==> src/rtl/rcd_pkg.sv <==
package rcd_pkg;

	// register map, byte addresses on the apb bus
	localparam logic [7:0] RCD_CTRL_OFFSET = 8'h00;
	localparam logic [7:0] RCD_STATUS_OFFSET = 8'h04;

	// control register value after any reset: slew limit on, 50% duty, undivided
	localparam logic [7:0] RCD_CTRL_RESET = 8'h30;

	// control field positions
	localparam int RCD_EN_BIT = 7;
	localparam int RCD_OE_BIT = 6;
	localparam int RCD_SLEW_BIT = 5;
	localparam int RCD_DUTY_LSB = 3;
	localparam int RCD_DIV_LSB = 0;

	// status field positions
	localparam int RCD_ST_RUN_BIT = 0;
	localparam int RCD_ST_WAVE_BIT = 1;
	localparam int RCD_ST_PIN_OE_BIT = 2;
	localparam int RCD_ST_PIN_CPU_BIT = 3;
	localparam int RCD_ST_SLEEP_BIT = 4;

	// codes of the divider and duty fields
	localparam logic [2:0] RCD_DIV_UNDIVIDED = 3'h0;
	localparam logic [2:0] RCD_DIV_BY_TWO = 3'h1;
	localparam logic [1:0] RCD_DUTY_ZERO = 2'h0;

	// divider counter width covers the largest ratio of 128
	localparam int RCD_CNT_W = 7;

	typedef struct packed {
		logic en;
		logic oe;
		logic slew;
		logic [1:0] duty;
		logic [2:0] div;
	} rcd_ctrl_t;

	typedef enum logic [1:0] {
		RCD_OFF,
		RCD_RUN,
		RCD_FROZEN
	} rcd_state_t;

endpackage : rcd_pkg

==> src/rtl/rcd_top.sv <==
// Behaviour
// RQ1: reference clock is derived only from pclk, the system clock.
// RQ2: generator runs only while the module enable bit 7 is set.
// RQ3: pin is driven with the reference clock only while bit 6 is set.
// RQ4: divider code 000 passes base clock, codes 001..111 divide by 2..128.
// RQ5: duty field selects 75, 50, 25 or 0 percent; 0 percent is constant low.
// RQ6: undivided mode passes source duty cycle, except 0 percent still forces low.
// RQ7: divide-by-two 25 and 75 percent accuracy depends on source clock.
// RQ8: slew limit output follows bit 5 of the control register.
// RQ9: any reset disables the module and restores the control register default.
// RQ10: crystal oscillator modes take the pin; reference clock is not driven there.
// RQ11: cpu clock-out config at 0 puts the instruction clock on the pin.
// RQ12: module still runs and feeds the modulator when the pin is unavailable.
// RQ13: sleep stops generation and holds outputs at their current levels; in undivided mode the clock goes to the held wave level half a cycle later.
// RQ14: disabled module holds its clock low and the counter cleared.
//
// Our own choices: the APB interface to the registers and the register addresses.
module rcd_top (
	// clock and reset
	input wire logic pclk,
	input wire logic presetn,
	// apb slave
	input wire logic psel,
	input wire logic penable,
	input wire logic pwrite,
	input wire logic [7:0] paddr,
	input wire logic [31:0] pwdata,
	output logic [31:0] prdata,
	output logic pready,
	output logic pslverr,
	// device configuration and power state
	input wire logic cpu_clock_out_config,
	input wire logic low_power_crystal_mode,
	input wire logic crystal_mode,
	input wire logic high_speed_crystal_mode,
	input wire logic sleep,
	input wire logic instr_clock,
	// clock outputs
	output logic refclk_to_modulator,
	output logic reference_clock_pin_out,
	output logic reference_clock_pin_oe,
	output logic refclk_slew_limit_enable
);

	// register state
	rcd_pkg::rcd_ctrl_t ctrl_q, ctrl_d;
	logic [31:0] prdata_q, prdata_d;
	logic pready_q, pready_d;
	logic pslverr_q, pslverr_d;
	// generator state
	rcd_pkg::rcd_state_t state_q, state_d;
	logic [rcd_pkg::RCD_CNT_W-1:0] cnt_q, cnt_d;
	logic wave_q, wave_d;
	logic neg_q;
	// pin state
	logic pin_oe_q, pin_oe_d;
	logic pin_cpu_q, pin_cpu_d;
	logic instr_q;
	logic slew_q;
	// helpers
	logic crystal;
	logic setup;
	logic [rcd_pkg::RCD_CNT_W-1:0] mask;
	logic [rcd_pkg::RCD_CNT_W-1:0] high;
	logic refclk;

	// decode of one register address, used by read and write paths
	function automatic logic hit(input logic [7:0] addr, input logic [7:0] offset);
		hit = (addr == offset);
	endfunction : hit

	// last period position for a divider code, 2**code - 1
	function automatic logic [rcd_pkg::RCD_CNT_W-1:0] period_mask(input logic [2:0] code);
		period_mask = 7'((8'h01 << code) - 8'h01);
	endfunction : period_mask

	assign crystal = low_power_crystal_mode | crystal_mode | high_speed_crystal_mode;
	assign setup = psel & ~penable;
	assign mask = period_mask(ctrl_q.div);

	// high time in cycles: ratio * duty / 4, at least one cycle; the divide-by-two
	// 25 and 75 percent settings round to one cycle since only rising edges count
	always_comb begin
		logic [9:0] prod;
		prod = 10'h000;
		prod = 10'({3'h0, mask} + 10'h001) * 10'({8'h00, ctrl_q.duty});
		high = 7'(prod >> 2);
		if (high == 7'h00) begin
			high = 7'h01; // RQ7
		end
	end

	// apb next values: writes act in the access cycle, reads are captured at setup
	always_comb begin
		ctrl_d = ctrl_q;
		prdata_d = prdata_q;
		pready_d = 1'b0;
		pslverr_d = 1'b0;
		if (setup) begin
			pready_d = 1'b1;
			prdata_d = 32'h0000_0000;
			if (hit(paddr, rcd_pkg::RCD_CTRL_OFFSET)) begin
				prdata_d = {24'h00_0000, ctrl_q};
			end else if (hit(paddr, rcd_pkg::RCD_STATUS_OFFSET)) begin
				prdata_d[rcd_pkg::RCD_ST_RUN_BIT] = (state_q == rcd_pkg::RCD_RUN);
				prdata_d[rcd_pkg::RCD_ST_WAVE_BIT] = wave_q;
				prdata_d[rcd_pkg::RCD_ST_PIN_OE_BIT] = pin_oe_q;
				prdata_d[rcd_pkg::RCD_ST_PIN_CPU_BIT] = pin_cpu_q;
				prdata_d[rcd_pkg::RCD_ST_SLEEP_BIT] = (state_q == rcd_pkg::RCD_FROZEN);
			end else begin
				pslverr_d = 1'b1;
			end
		end
		if (psel & penable & pready_q & pwrite & hit(paddr, rcd_pkg::RCD_CTRL_OFFSET)) begin
			ctrl_d = pwdata[7:0];
		end
	end

	// apb registers; reset restores the control default
	always_ff @(posedge pclk or negedge presetn) begin
		if (!presetn) begin
			ctrl_q <= rcd_pkg::RCD_CTRL_RESET; // RQ9
			prdata_q <= 32'h0000_0000;
			pready_q <= 1'b0;
			pslverr_q <= 1'b0;
		end else begin
			ctrl_q <= ctrl_d;
			prdata_q <= prdata_d;
			pready_q <= pready_d;
			pslverr_q <= pslverr_d;
		end
	end

	// generator next values: counter of pclk cycles shaped into the wave
	always_comb begin
		state_d = state_q;
		cnt_d = cnt_q;
		wave_d = wave_q;
		case (state_q)
			rcd_pkg::RCD_OFF: begin
				cnt_d = 7'h00; // RQ14
				wave_d = 1'b0; // RQ14
				if (ctrl_q.en && !sleep) begin
					state_d = rcd_pkg::RCD_RUN; // RQ2
				end
			end
			rcd_pkg::RCD_RUN: begin
				if (sleep) begin
					state_d = rcd_pkg::RCD_FROZEN; // RQ13
				end else if (!ctrl_q.en) begin
					state_d = rcd_pkg::RCD_OFF; // RQ2
					cnt_d = 7'h00;
					wave_d = 1'b0;
				end else if (ctrl_q.duty == rcd_pkg::RCD_DUTY_ZERO) begin
					cnt_d = 7'h00;
					wave_d = 1'b0; // RQ5
				end else if (ctrl_q.div == rcd_pkg::RCD_DIV_UNDIVIDED) begin
					// toggling against the falling-edge copy rebuilds pclk itself
					cnt_d = 7'h00;
					wave_d = ~wave_q; // RQ6
				end else begin
					// pclk is the only time base, so the divider has no other source
					cnt_d = (cnt_q >= mask) ? 7'h00 : 7'(cnt_q + 7'h01); // RQ1 RQ4
					wave_d = (cnt_d < high); // RQ5
				end
			end
			rcd_pkg::RCD_FROZEN: begin
				// counter and wave keep their levels until sleep ends
				if (!sleep && ctrl_q.en) begin
					state_d = rcd_pkg::RCD_RUN; // RQ13
				end else if (!sleep) begin
					// disabled while asleep: wake straight into the cleared idle state
					state_d = rcd_pkg::RCD_OFF; // RQ14
					cnt_d = 7'h00;
					wave_d = 1'b0;
				end
			end
			default: begin
				state_d = rcd_pkg::RCD_OFF;
				cnt_d = 7'h00;
				wave_d = 1'b0;
			end
		endcase
	end

	// generator registers
	always_ff @(posedge pclk or negedge presetn) begin
		if (!presetn) begin
			state_q <= rcd_pkg::RCD_OFF; // RQ9
			cnt_q <= 7'h00;
			wave_q <= 1'b0;
		end else begin
			state_q <= state_d;
			cnt_q <= cnt_d;
			wave_q <= wave_d;
		end
	end

	// falling-edge copy: held low outside undivided mode, so the xor passes the wave
	// in divided modes and gives the source duty cycle in undivided mode
	always_ff @(negedge pclk or negedge presetn) begin
		if (!presetn) begin
			neg_q <= 1'b0;
		end else if (state_q == rcd_pkg::RCD_RUN && ctrl_q.div == rcd_pkg::RCD_DIV_UNDIVIDED) begin
			neg_q <= wave_q; // RQ6
		end else begin
			neg_q <= 1'b0;
		end
	end

	// modulator always sees the clock, whatever the pin is doing
	assign refclk = wave_q ^ neg_q; // RQ12

	// pin ownership: crystal modes release the pin, cpu clock-out wins over us
	always_comb begin
		pin_oe_d = 1'b0;
		pin_cpu_d = 1'b0;
		if (crystal) begin
			pin_oe_d = 1'b0; // RQ10
		end else if (!cpu_clock_out_config) begin
			pin_oe_d = 1'b1; // RQ11
			pin_cpu_d = 1'b1; // RQ11
		end else begin
			pin_oe_d = ctrl_q.en & ctrl_q.oe; // RQ3
		end
	end

	// pin registers; the instruction clock is resampled so it leaves through a flop
	always_ff @(posedge pclk or negedge presetn) begin
		if (!presetn) begin
			pin_oe_q <= 1'b0;
			pin_cpu_q <= 1'b0;
			instr_q <= 1'b0;
			slew_q <= 1'b1;
		end else begin
			pin_oe_q <= pin_oe_d;
			pin_cpu_q <= pin_cpu_d;
			instr_q <= instr_clock;
			slew_q <= ctrl_q.slew; // RQ8
		end
	end

	// outputs; the clock paths pass one xor gate so undivided mode can follow pclk
	assign prdata = prdata_q;
	assign pready = pready_q;
	assign pslverr = pslverr_q;
	assign refclk_to_modulator = refclk;
	assign reference_clock_pin_out = pin_oe_q & (pin_cpu_q ? instr_q : refclk); // RQ11
	assign reference_clock_pin_oe = pin_oe_q;
	assign refclk_slew_limit_enable = slew_q;
endmodule : rcd_top

==> config.mk <==
export PLATFORM = sky130hd
export DESIGN_NAME = rcd_top
export DESIGN_NICKNAME = d
export VERILOG_FILES = /design/src/rtl/rcd_pkg.sv /design/src/rtl/rcd_top.sv
export SDC_FILE = /design/constraint.sdc
export NUM_CORES = 1
export LEC_CHECK = 0
export CAP_MARGIN = 20
export CELL_PAD_IN_SITES_DETAIL_PLACEMENT = 1
export CELL_PAD_IN_SITES_GLOBAL_PLACEMENT = 1
export CORE_MARGIN = 2
export CORE_UTILIZATION = 42
export DETAILED_ROUTE_END_ITERATION = 10
export DONT_BUFFER_PORTS = 1
export GPL_ROUTABILITY_DRIVEN = 0
export PLACE_DENSITY_LB_ADDON = 0.1
export SETUP_SLACK_MARGIN = 0.02
export SLEW_MARGIN = 20
export SYNTH_ARGS = -nofsm -noshare
export SYNTH_HDL_FRONTEND = slang
export SYNTH_SLANG_ARGS = --single-unit
==> constraint.sdc <==
create_clock -name pclk -period 3.1 [get_ports pclk]
set_input_delay 0.155 -clock pclk [delete_from_list [all_inputs] [get_ports pclk]]
set_output_delay 0.155 -clock pclk [all_outputs]
set_load 0.005 [all_outputs]
==> Yosys cells after proc, flatten, opt, wreduce, memory -nomap -nowiden <==
Cells that the tools add are included.
{ "totals": {"mem_count": 0, "output_inout_bits": 38, "input_bits": 51, "mem_bits_ro": 0, "ramBits": 0, "reg_bits": 57, "latchBits": 0} }
{ "classes": {"eq_ne": 9, "n_shift": 1, "muxes": 35, "bitwise_logic": 12, "n_addsub": 3, "n_lt_le_gt_ge": 2, "n_reduce_logical": 10, "n_div": 0, "mul": 1} }
{ "op_table": {"columns": ["operator", "count"], "rows": [
  ["2-to-1 mux 7 bit", 8],
  ["2-to-1 mux 1 bit", 16],
  ["one-hot mux 7 bit (2 select lines)", 1],
  ["2-to-1 mux 2 bit", 5],
  ["2-to-1 mux 5 bit", 2],
  ["multiplier 8 x 2 -> 9 bit", 1],
  ["adder 7 x 1 -> 8 bit (second input constant)", 1],
  ["equality test 8 x 3 -> 1 bit (second input constant)", 1],
  ["zero test 8 bit", 1],
  ["!= test 2 bit (second input constant)", 4],
  ["adder 7 x 1 -> 7 bit (second input constant)", 1],
  ["AND 1 bit", 7],
  [">= comparator 7 bit", 1],
  ["zero test 7 bit", 1],
  ["< comparator 7 bit", 1],
  ["left shift 1 x 3 -> 7 bit (first input constant)", 1],
  ["subtractor 7 x 1 -> 7 bit (second input constant)", 1],
  ["one-hot mux 2 bit (3 select lines)", 1],
  ["AND reduction 3 bit", 2],
  ["zero test 2 bit", 2],
  ["zero test 3 bit", 1],
  ["2-to-1 mux 3 bit", 1],
  ["!= test 3 x 2 -> 1 bit (second input constant)", 1],
  ["!= test 3 bit (second input constant)", 1],
  ["8 further kinds", 11]
]} }

==> Longest topological paths before layout <==
Gate-level depths: netlist of the first run.
{ "depth": {"ltp_word": 12, "ltp_mapped": 16} }

==> out/metrics.yaml, run 1 <==
synthesis:
  ys_warn_count: 0
  synth_area_per_cell_um2: 9.23
  synth_area_mm2: 0.00241
  synthCells: 261
  synthArstFlopShare_pct: 100
  synth-seq-cells: 33
  synth_flop_cell: "dfrtp_1"
  yosysSeqAreaShare_pct: 34.4
  synth-edff-count: 0
  ys_types: 54
clocking:
  clockBufferDepth: 2
  htreeDepth: 2
  clkLatencyLatePin_ps: 290
  numCtsBuffers: 5
  clock-sinks: 33
  cts_tree: "done"
  clkTransAtPathRegs_ps: 80
  ctsRootBufferMaster: "clkbuf_8"
pwr:
  pwr-share-clk_pct: 47.3
  ir_drop_mv: 0.251
  power.leakage_nw: 1.42
  p_int_w: 0.000713
  p_comb_share_pct: 4.8
  seqPwrFrac_pct: 47.9
  power_w: 0.000912
  p_switching_w: 0.000199
  power_density_mw_per_mm2: 300
  p_sw_share_pct: 21.8
drt:
  drt-pass1-iter-count: 4
  drtIter0Drc: 56
  routed_wl_um: 6480
  viasPerCell: 5.26
  ant_nets: 0
  drc: 0
  vias: 1968
  avgRoutedWirePerCell_um: 17.3
flow_run:
  drv_cap: 0
sta:
  fmax_mhz: 331
  max_slew_margin_pct: 60.7
  drv_slew: 0
  period_minus_slack_ps: 3020
  fin_skew_ps: 8.26
  finalHoldViolations: 0
  post-route-period-util_pct: 97.6
  finalSetupViolCount: 0
  worst_slew_pin_slew_ps: 589
worst_setup_path:
  worstPathRequired_ps: 3310
  start_kind: "flop"
  cp.arrival_ps: 3240
  cp_max_fo: 5
  crit_type: "flop to flop"
  critPathCaptureType: "flop"
cells_and_area:
  diodes: 0
  final_nets: 373
  area_growth_pct: 26.1
  fillerInstances: 625
  layout_common_cells: "buf_4 (30), dfrtp_1 (27), conb_1 (25), nand2_1 (24), nor2_1 (21)"
  mostFrequentLayoutCell: "buf_4"
  final_util_pct: 55.2
  drive_gt1_share_pct: 31.8
global_routing:
  grt_max_degree: 33
  antenna_found_initial: 0
  grt_pass1_vias: 1846
  overflow: 0
  track_usage_pct: 19.7
  grt_pass1_wl_um: 9480
outcome:
  status: "finished clean"
floorplanning:
  die_y_um: 79.7
  die-width_um: 79.7
  pin_count: 89
  core_area_mm2: 0.00551
  die_area_mm2: 0.00636
  start_util_pct: 43.7
  std_cell_rows: 27
place:
  place_hpwl_um: 4460
  port_buffers: 0
min_path:
  hold_path_class: "input pin to flop"
==> routing by layer <==
metal / wire [um] / share of wire, % / vias to the layer above / GRT usage [%]
met4: 79 / 1.2 / 0 / 3.62
met2: 3180 / 49 / 51 / 32.9
met5: 0 / 0 / - / 0
li1: - / - / 947 / -
met3: 305 / 4.7 / 8 / 4.07
met1: 2910 / 45 / 962 / 26.5
==> synth_stat cells, drive strengths merged, types with 2 or more instances <==
cell | number | area share (%)
nor3 | 5 | 1.5
o31ai | 5 | 1.6
buf | 28 | 9.1
nand2 | 29 | 4.5
o21a | 2 | 0.62
dfrtp | 29 | 30
nor2 | 27 | 4.2
a21oi | 9 | 2.0
ha | 20 | 10
mux2 | 8 | 3.7
nand2b | 9 | 2.3
a41oi | 2 | 0.73
a31o | 2 | 0.73
xor2 | 8 | 2.9
dfstp | 3 | 3.3
nor4 | 2 | 0.78
mux2i | 5 | 2.1
a211oi | 2 | 0.62
or2 | 2 | 0.52
a31oi | 5 | 1.3
xnor2 | 5 | 1.8
inv | 6 | 0.93
clkbuf | 5 | 0.83
a2111oi | 3 | 1.6
nor2b | 3 | 0.78
nand3 | 3 | 0.62
a21o | 3 | 0.93
o21ai | 14 | 2.9
==> worst max-delay path: stages, from the launching register on <==
cell	delay, ps
dfrtp_2	450
buf_6	140
or3_4	370
ha_1	290
nand2b_4	140
a31oi_2	140
o21ai_2	90
and2_4	200
buf_4	140
nor2_4	110
ha_4	200
o21ai_1	80
nor2_1	80
nor3_2	230
buf_4	150
a21oi_2	40
o21ai_1	80
==> stage by stage <==
stage               setup slack, ps  hold WS [ps]  std cells  cell area [um^2]  TNS (ps)
global placement              -84.4          -140        348              2530     -84.4
finish                         75.6          14.3        374              3040         0
CTS                            48.1          10.9        365              2780         0
detailed placement            -92.7          -140        348              2530     -92.7
global route                  -71.4          7.16        374              3040     -71.4
floorplan                       139          -141        285              2500         0
==> power groups by stage <==
| stage | Combinational (W) | Clock (W) | Sequential, W |
|---|---|---|---|
| floorplan | 0.0000430 | 0 | 0.000444 |
| global placement | 0.0000215 | 0 | 0.000445 |
| detailed placement | 0.0000217 | 0 | 0.000445 |
| CTS | 0.0000412 | 0.000440 | 0.000436 |
| global route | 0.0000498 | 0.000458 | 0.000437 |
| finish | 0.0000442 | 0.000431 | 0.000436 |
==> sequential cells by signal, summed over array words and instances, names as in the netlist, 2 cells and up <==
register	count
state_q	2
prdata	8
cnt_q	7
ctrl_q	8
==> cells by family after synthesis <==
logic type	after synthesis	share of synthesized area, %
adders and majority gates	21	11.2
DFF	33	34.4
and+or+nand+nor	87	17.3
xor gates and xnor gates	13	4.73
other	1	0.156
muxes	13	5.82
AOI/OAI and AO/OA	54	15.5
buffers and inverters	39	10.9
==> cell type report <==
class / instances / area [um^2] / share of cell area [%]
Inverter: 6 / 22.5 / 0.741
Clock buffer: 7 / 86.3 / 2.84
Multi-Input combinational cell: 213 / 1620 / 53.3
Clock inverter: 1 / 30.0 / 0.988
Sequential cell: 33 / 832 / 27.4
Tap cell: 72 / 90.1 / 2.97
Timing Repair Buffer: 42 / 359 / 11.8
==> what timing repair did <==
item	in CTS	in global routing
endpoints found under the setup margin	1	1
gates resized for setup	8	45
pin swaps	1	26
hold buffers	9	0
hold endpoints to repair	37	0
buffers inserted	0	9
==> worst paths after layout <==
check,startpoint,to,slack [ps],cells after the start
hold / removal,pwdata[0],ctrl_q[0],10,1
setup / recovery,ctrl_q[0],wave_q,80,16
min in group asynchronous,presetn,ctrl_q[3],320,2
hold reg to reg,ctrl_q[5],refclk_slew_limit_enable,390,0
max in group asynchronous,presetn,neg_q,2010,0
setup reg to reg,ctrl_q[0],wave_q,80,16
Power figures use the tool's default switching activity.
==> inputs of run 2 (changes only) <==
Settings changed: CORE_ASPECT_RATIO from default to 0.5, PLACE_DENSITY from default to 0.8, PLACE_DENSITY_LB_ADDON 0.1 to default.
==> out/metrics.yaml, run 2 (synthesized netlist as in run 1, its figures left out) <==
worst_setup_path:
  r2r-end: "wave_q"
  cp.arrival_ps: 3460  # +220 ps
  cpMostUsedCell: "nor2_1"
  worstPathRequired_ps: 3300  # about the same
  cpMaxStageDelayCell: "dfrtp_1"
  crit_type: "flop to flop"
  crit_cells: 13  # -3
  start_kind: "flop"
  critical-path-max-stage-delay_ps: 470  # +20 ps
  crit_buf_inv: 1  # -2
  reg2reg_depth: 13  # -3
  critPathTopFamily: "compound AO/OA/AOI/OAI gates"
  cp_max_fo: 3  # -2
  ff2ff_setup_slack_ps: -170  # -240 ps
  path_cells: "nand2_1, nor2_1, ha_1, a211o_1, a21oi_1, xor2_1, buf_4, ha_4, a211oi_2, nor2_1, nor3_2, o311ai_2, o21ai_1"
  critPathCaptureType: "flop"
  rr_startpoint: "ctrl_q[3]"
sta:
  post-route-period-util_pct: 105  # +7.8 points
  worst_slew_pin_slew_ps: 596  # +6.58 ps
  fmax_mhz: 306  # -7.4%
  period_minus_slack_ps: 3270  # +242 ps
  fin_hold_ws_ps: 25.7  # +11.4 ps
  max_slew_margin_pct: 60.3  # -0.44 points
  finalSetupViolCount: 4  # +4
  finalHoldViolations: 0  # unchanged
  setup_ws_ps: -166  # -242 ps
  rsz0062_at_grt: "yes"
  fin_skew_ps: 24.0  # +15.7 ps
  drv_slew: 0  # unchanged
clocking:
  clkLatencyLatePin_ps: 300  # about the same
  clkTransAtPathRegs_ps: 60  # -20 ps
  ctsRootBufferMaster: "clkbuf_16"
  numCtsBuffers: 5  # unchanged
  cts_tree: "done"
  clockBufferDepth: 2  # unchanged
  clock-sinks: 33  # unchanged
  htreeDepth: 2  # unchanged
pwr:
  power_density_mw_per_mm2: 311  # +3.7%
  ir_drop_mv: 0.314  # +25%
  power.leakage_nw: 1.46  # +2.8%
floorplanning:
  pin_count: 89  # unchanged
  core_area_mm2: 0.00552  # +0.16%
  die_y_um: 57.5  # -28%
  die-width_um: 111  # +39%
  start_util_pct: 43.7  # -0.069 points
  die_area_mm2: 0.00639  # +0.58%
  std_cell_rows: 19  # -30%
cells_and_area:
  diodes: 0  # unchanged
  layout_common_cells: "buf_4 (39), dfrtp_1 (26), nand2_1 (25), conb_1 (25), nor2_1 (22)"
  mostFrequentLayoutCell: "buf_4"
  final_nets: 378  # +1.3%
  drive_gt1_share_pct: 34.2  # +2.4 points
  fillerInstances: 620  # -0.80%
  area_growth_pct: 28.9
  finalNonFillerCells: 380  # +1.6%
drt:
  avgRoutedWirePerCell_um: 23.8  # +38%
  drt-pass1-iter-count: 4  # unchanged
  drtIter0Drc: 191  # +240%
  viasPerCell: 5.91  # +12%
  vias: 2244  # +14%
  drc: 0  # unchanged
  routed_wl_um: 9060  # +40%
  ant_nets: 0  # unchanged
place:
  dp_cells: 345  # -0.86%
  place_hpwl_um: 4600  # +3.1%
  port_buffers: 0  # unchanged
global_routing:
  grt_pass1_wl_um: 11200  # +18%
  track_usage_pct: 22.6  # +2.9 points
  grt_pass1_vias: 2125  # +15%
  antenna_found_initial: 1  # +1
  grt_max_degree: 33  # unchanged
  overflow: 0  # unchanged
min_path:
  holdPathEnd: "ctrl_q[2]"
  hold_path_class: "input pin to flop"
  worstHoldStart: "pwdata[2]"
  hold_path_depth: 2  # +1
outcome:
  status: "finished with violations"
  violations: "negative setup slack"
flow_run:
  drv_cap: 0  # unchanged
run 2: where the power goes:
group          leakage, nW  switching (W)  internal, W
clock network       0.0706       0.000190     0.000295
registers            0.436     0.00000299     0.000435
logic                0.953      0.0000285    0.0000152
run 2: layout make-up:
cell class	count	area, um^2	share of cell area, %
clock inverter	2	10.0	0.322
sequential	33	833	26.8
multi-input combinational	213	1640	52.7
clock buffer	6	129	4.15
inverter	6	22.5	0.725
tap	73	91.3	2.94
timing repair buffer	47	384	12.4
run 2: routing by layer:
layer	track usage, %	share of wire, %
met1	26.5	39
met2	41.9	50
met3	4.36	7.2
met4	9.35	3.7
met5	0	0.14
run 2: repair_timing:
item | CTS | global route
resized for setup | 13 | 41
hold endpoints to repair | 35 | 0
buffers inserted | 5 | 15
setup endpoints to repair | 1 | 5
pin swaps | 3 | 27
hold buffers | 7 | 0
run 2: worst max-delay path by stage:
stage / slack (ps) / endpoint / from
finish: -170 / wave_q / ctrl_q[3]
global route: -300 / wave_q / ctrl_q[3]
CTS: 20 / cnt_q[4] / ctrl_q[2]
detailed placement: -210 / wave_q / ctrl_q[2]
global placement: -20 / wave_q / ctrl_q[2]
floorplan: 140 / wave_q / ctrl_q[2]
run 2: stage by stage:
stage | total power (W) | setup TNS [ps] | setup slack (ps) | area (um^2) | util, %
final | 0.000966 | -440 | -166 | 3110 | 56.3
after global routing | 0.000996 | -840 | -296 | 3110 | 56.3
after CTS | 0.000952 | 0 | 19.5 | 2800 | 50.8
after detailed placement | 0.000467 | -210 | -210 | 2500 | 45.3
after floorplan | 0.000487 | 0 | 139 | 2500 | -
after global placement | 0.000465 | -21.6 | -21.6 | 2500 | 45.3
==> inputs of run 3 (changes only) <==
Settings changed: CORE_UTILIZATION 42 to 45, GPL_TIMING_DRIVEN from default to 0, PLACE_DENSITY 0.8 to 0.81.
Clock period 3.1 ns to 3.22 ns, I/O delays scaled along.
==> out/metrics.yaml, run 3 (synthesized netlist as in run 1, its figures left out) <==
clocking:
  clock-sinks: 33  # unchanged
  clkLatencyLatePin_ps: 300  # about the same
  clockBufferDepth: 2  # unchanged
  cts_tree: "done"
  ctsRootBufferMaster: "clkbuf_8"
  htreeDepth: 2  # unchanged
  clkTransAtPathRegs_ps: 70  # about the same
  numCtsBuffers: 5  # unchanged
worst_setup_path:
  critPathCaptureType: "flop"
  cp-startpoint: "ctrl_q[0]"
  cp.arrival_ps: 3360  # -100 ps
  r2r-end: "wave_q"
  crit_type: "flop to flop"
  reg2reg_depth: 15  # +2
  cp_max_fo: 10  # +7
  start_kind: "flop"
  ff2ff_setup_slack_ps: 70  # +230 ps
  rr_startpoint: "ctrl_q[0]"
  worstPathRequired_ps: 3430  # +130 ps
global_routing:
  antenna_found_initial: 0  # -1
  track_usage_pct: 22.7  # +0.063 points
  overflow: 0  # unchanged
  grt_pass1_vias: 2152  # +1.3%
  grt_max_degree: 33  # unchanged
  grt_pass1_wl_um: 10700  # -5.2%
min_path:
  hold_path_depth: 1  # -1
  holdPathEnd: "ctrl_q[0]"
  worstHoldStart: "pwdata[0]"
  hold_path_class: "input pin to flop"
pwr:
  power_density_mw_per_mm2: 265  # -15%
  power.leakage_nw: 1.46  # -0.17%
  p_switching_w: 0.000207  # -6.2%
  pwr-share-clk_pct: 39.6  # -11 points
  p_comb_share_pct: 8.5  # +4.0 points
  p_sw_share_pct: 25.6  # +2.7 points
  seqPwrFrac_pct: 51.9  # +6.6 points
  power_w: 0.000810  # -16%
  p_int_w: 0.000602  # -19%
  ir_drop_mv: 0.215  # -32%
floorplanning:
  std_cell_rows: 18  # -1
  start_util_pct: 47.7  # +4.1 points
  core_area_mm2: 0.00504  # -8.5%
  die-width_um: 107  # -3.3%
  die_y_um: 55.7  # -3.2%
  pin_count: 89  # unchanged
  die_area_mm2: 0.00599  # -6.3%
cells_and_area:
  layout_common_cells: "buf_4 (33), dfrtp_1 (28), nand2_1 (26), conb_1 (25), nor2_1 (21)"
  finalNonFillerCells: 380  # unchanged
  fillerInstances: 579  # -6.6%
  drive_gt1_share_pct: 31.0  # -3.2 points
  mostFrequentLayoutCell: "buf_4"
  area_growth_pct: 27.1
  final_nets: 381  # +0.79%
  diodes: 0  # unchanged
sta:
  fin_skew_ps: 8.23  # -15.8 ps
  setup_ws_ps: 68.0  # +234 ps
  post-route-period-util_pct: 97.9  # -7.5 points
  finalHoldViolations: 0  # unchanged
  drv_slew: 0  # unchanged
  worst_slew_pin_slew_ps: 527  # -68.5 ps
  tns_ps: 0  # +440 ps
  max_slew_margin_pct: 64.7  # +4.4 points
  fmax_mhz: 317  # +3.6%
  period_minus_slack_ps: 3150  # -114 ps
  finalSetupViolCount: 0  # -4
drt:
  drt-pass1-iter-count: 4  # unchanged
  drc: 0  # unchanged
  wl_met1_um: 3040  # -14%
  top_layer: "met4"
  viasPerCell: 5.64  # -4.4%
  vias: 2145  # -4.4%
  avgRoutedWirePerCell_um: 19.8  # -17%
  drtIter0Drc: 129  # -32%
  wl_met2_um: 3750  # -17%
  routed_wl_um: 7520  # -17%
  ant_nets: 0  # unchanged
  met3_length_um: 485  # -26%
outcome:
  status: "finished clean"
place:
  place_ws_ps: -133  # +76.6 ps
  dp_cells: 355  # +2.9%
  port_buffers: 0  # unchanged
  place_hpwl_um: 4480  # -2.5%
flow_run:
  drv_cap: 0  # unchanged
## run 3: cell types whose count changed in the layout (fill, tap and decap cells not counted), moves of 4 or more
| cell | delta |
|---|---|
| clkbuf_16 | -5 |
| buf_4 | -6 |
| clkbuf_1 | +4 |
| clkbuf_8 | +5 |
## run 3: routing by layer
metal | up-vias | track usage (%)
li1 | 961 | -
met1 | 1068 | 25.9
met2 | 94 | 41.9
met3 | 22 | 4.57
met4 | 0 | 8.97
met5 | - | 0
## run 3: worst max path at each step
stage | to | slack (ps) | cells past startpoint
finish | wave_q | 70 | 15
global route | wave_q | -100 | 15
CTS | wave_q | 30 | 15
detailed placement | wave_q | -130 | 13
global placement | wave_q | -40 | 15
floorplan | wave_q | 260 | 15
## run 3: per-stage QoR
| stage | utilization, % | area [um^2] | hold WS [ps] |
|---|---|---|---|
| after floorplan | - | 2500 | -135 |
| after global placement | 51.3 | 2590 | -134 |
| after detailed placement | 51.3 | 2590 | -134 |
| after CTS | 55.7 | 2810 | 2.35 |
| after global routing | 60.7 | 3060 | 11.5 |
| final | 60.7 | 3060 | 11.6 |
## run 3: critical path, cell delays in order, from the launching register on
cell      delay, ps
dfrtp_1         380
buf_6           140
or3_4           430
ha_4            230
nand2b_4        140
a31oi_4         170
o21ai_2         100
and2_1          160
buf_4           160
nor2_4          120
ha_4            210
a211oi_2        200
nor2_1           70
nor3_2          210
o311ai_1        130
o21ai_1         210
## run 3: area by class of cell
cell class / instances / area (um^2) / share of cell area, %
plain buffers: 33 / 244 / 7.97
clock inverters: 2 / 10.0 / 0.327
inverters: 6 / 25.0 / 0.818
well taps: 70 / 87.6 / 2.86
multi-input cells: 213 / 1630 / 53.3
repair buffers: 17 / 160 / 5.23
flip-flops and latches: 33 / 831 / 27.1
clock buffers: 6 / 72.6 / 2.37
## run 3: power groups by stage
stage	Combinational, W	Clock [W]	Sequential [W]
floorplan	0.0000414	0	0.000427
global placement	0.0000442	0	0.000428
CTS	0.0000627	0.000311	0.000420
detailed placement	0.0000450	0	0.000428
global route	0.0000758	0.000344	0.000421
finish	0.0000688	0.000321	0.000420
## run 3: what timing repair did
item                       4_1_cts  5_1_grt
hold endpoints to repair        36        1
cloned                           0        0
pin swaps                        4       19
setup endpoints to repair        1        1
resized for setup               10       39
buffers inserted                 0        8
hold buffers                     8        1
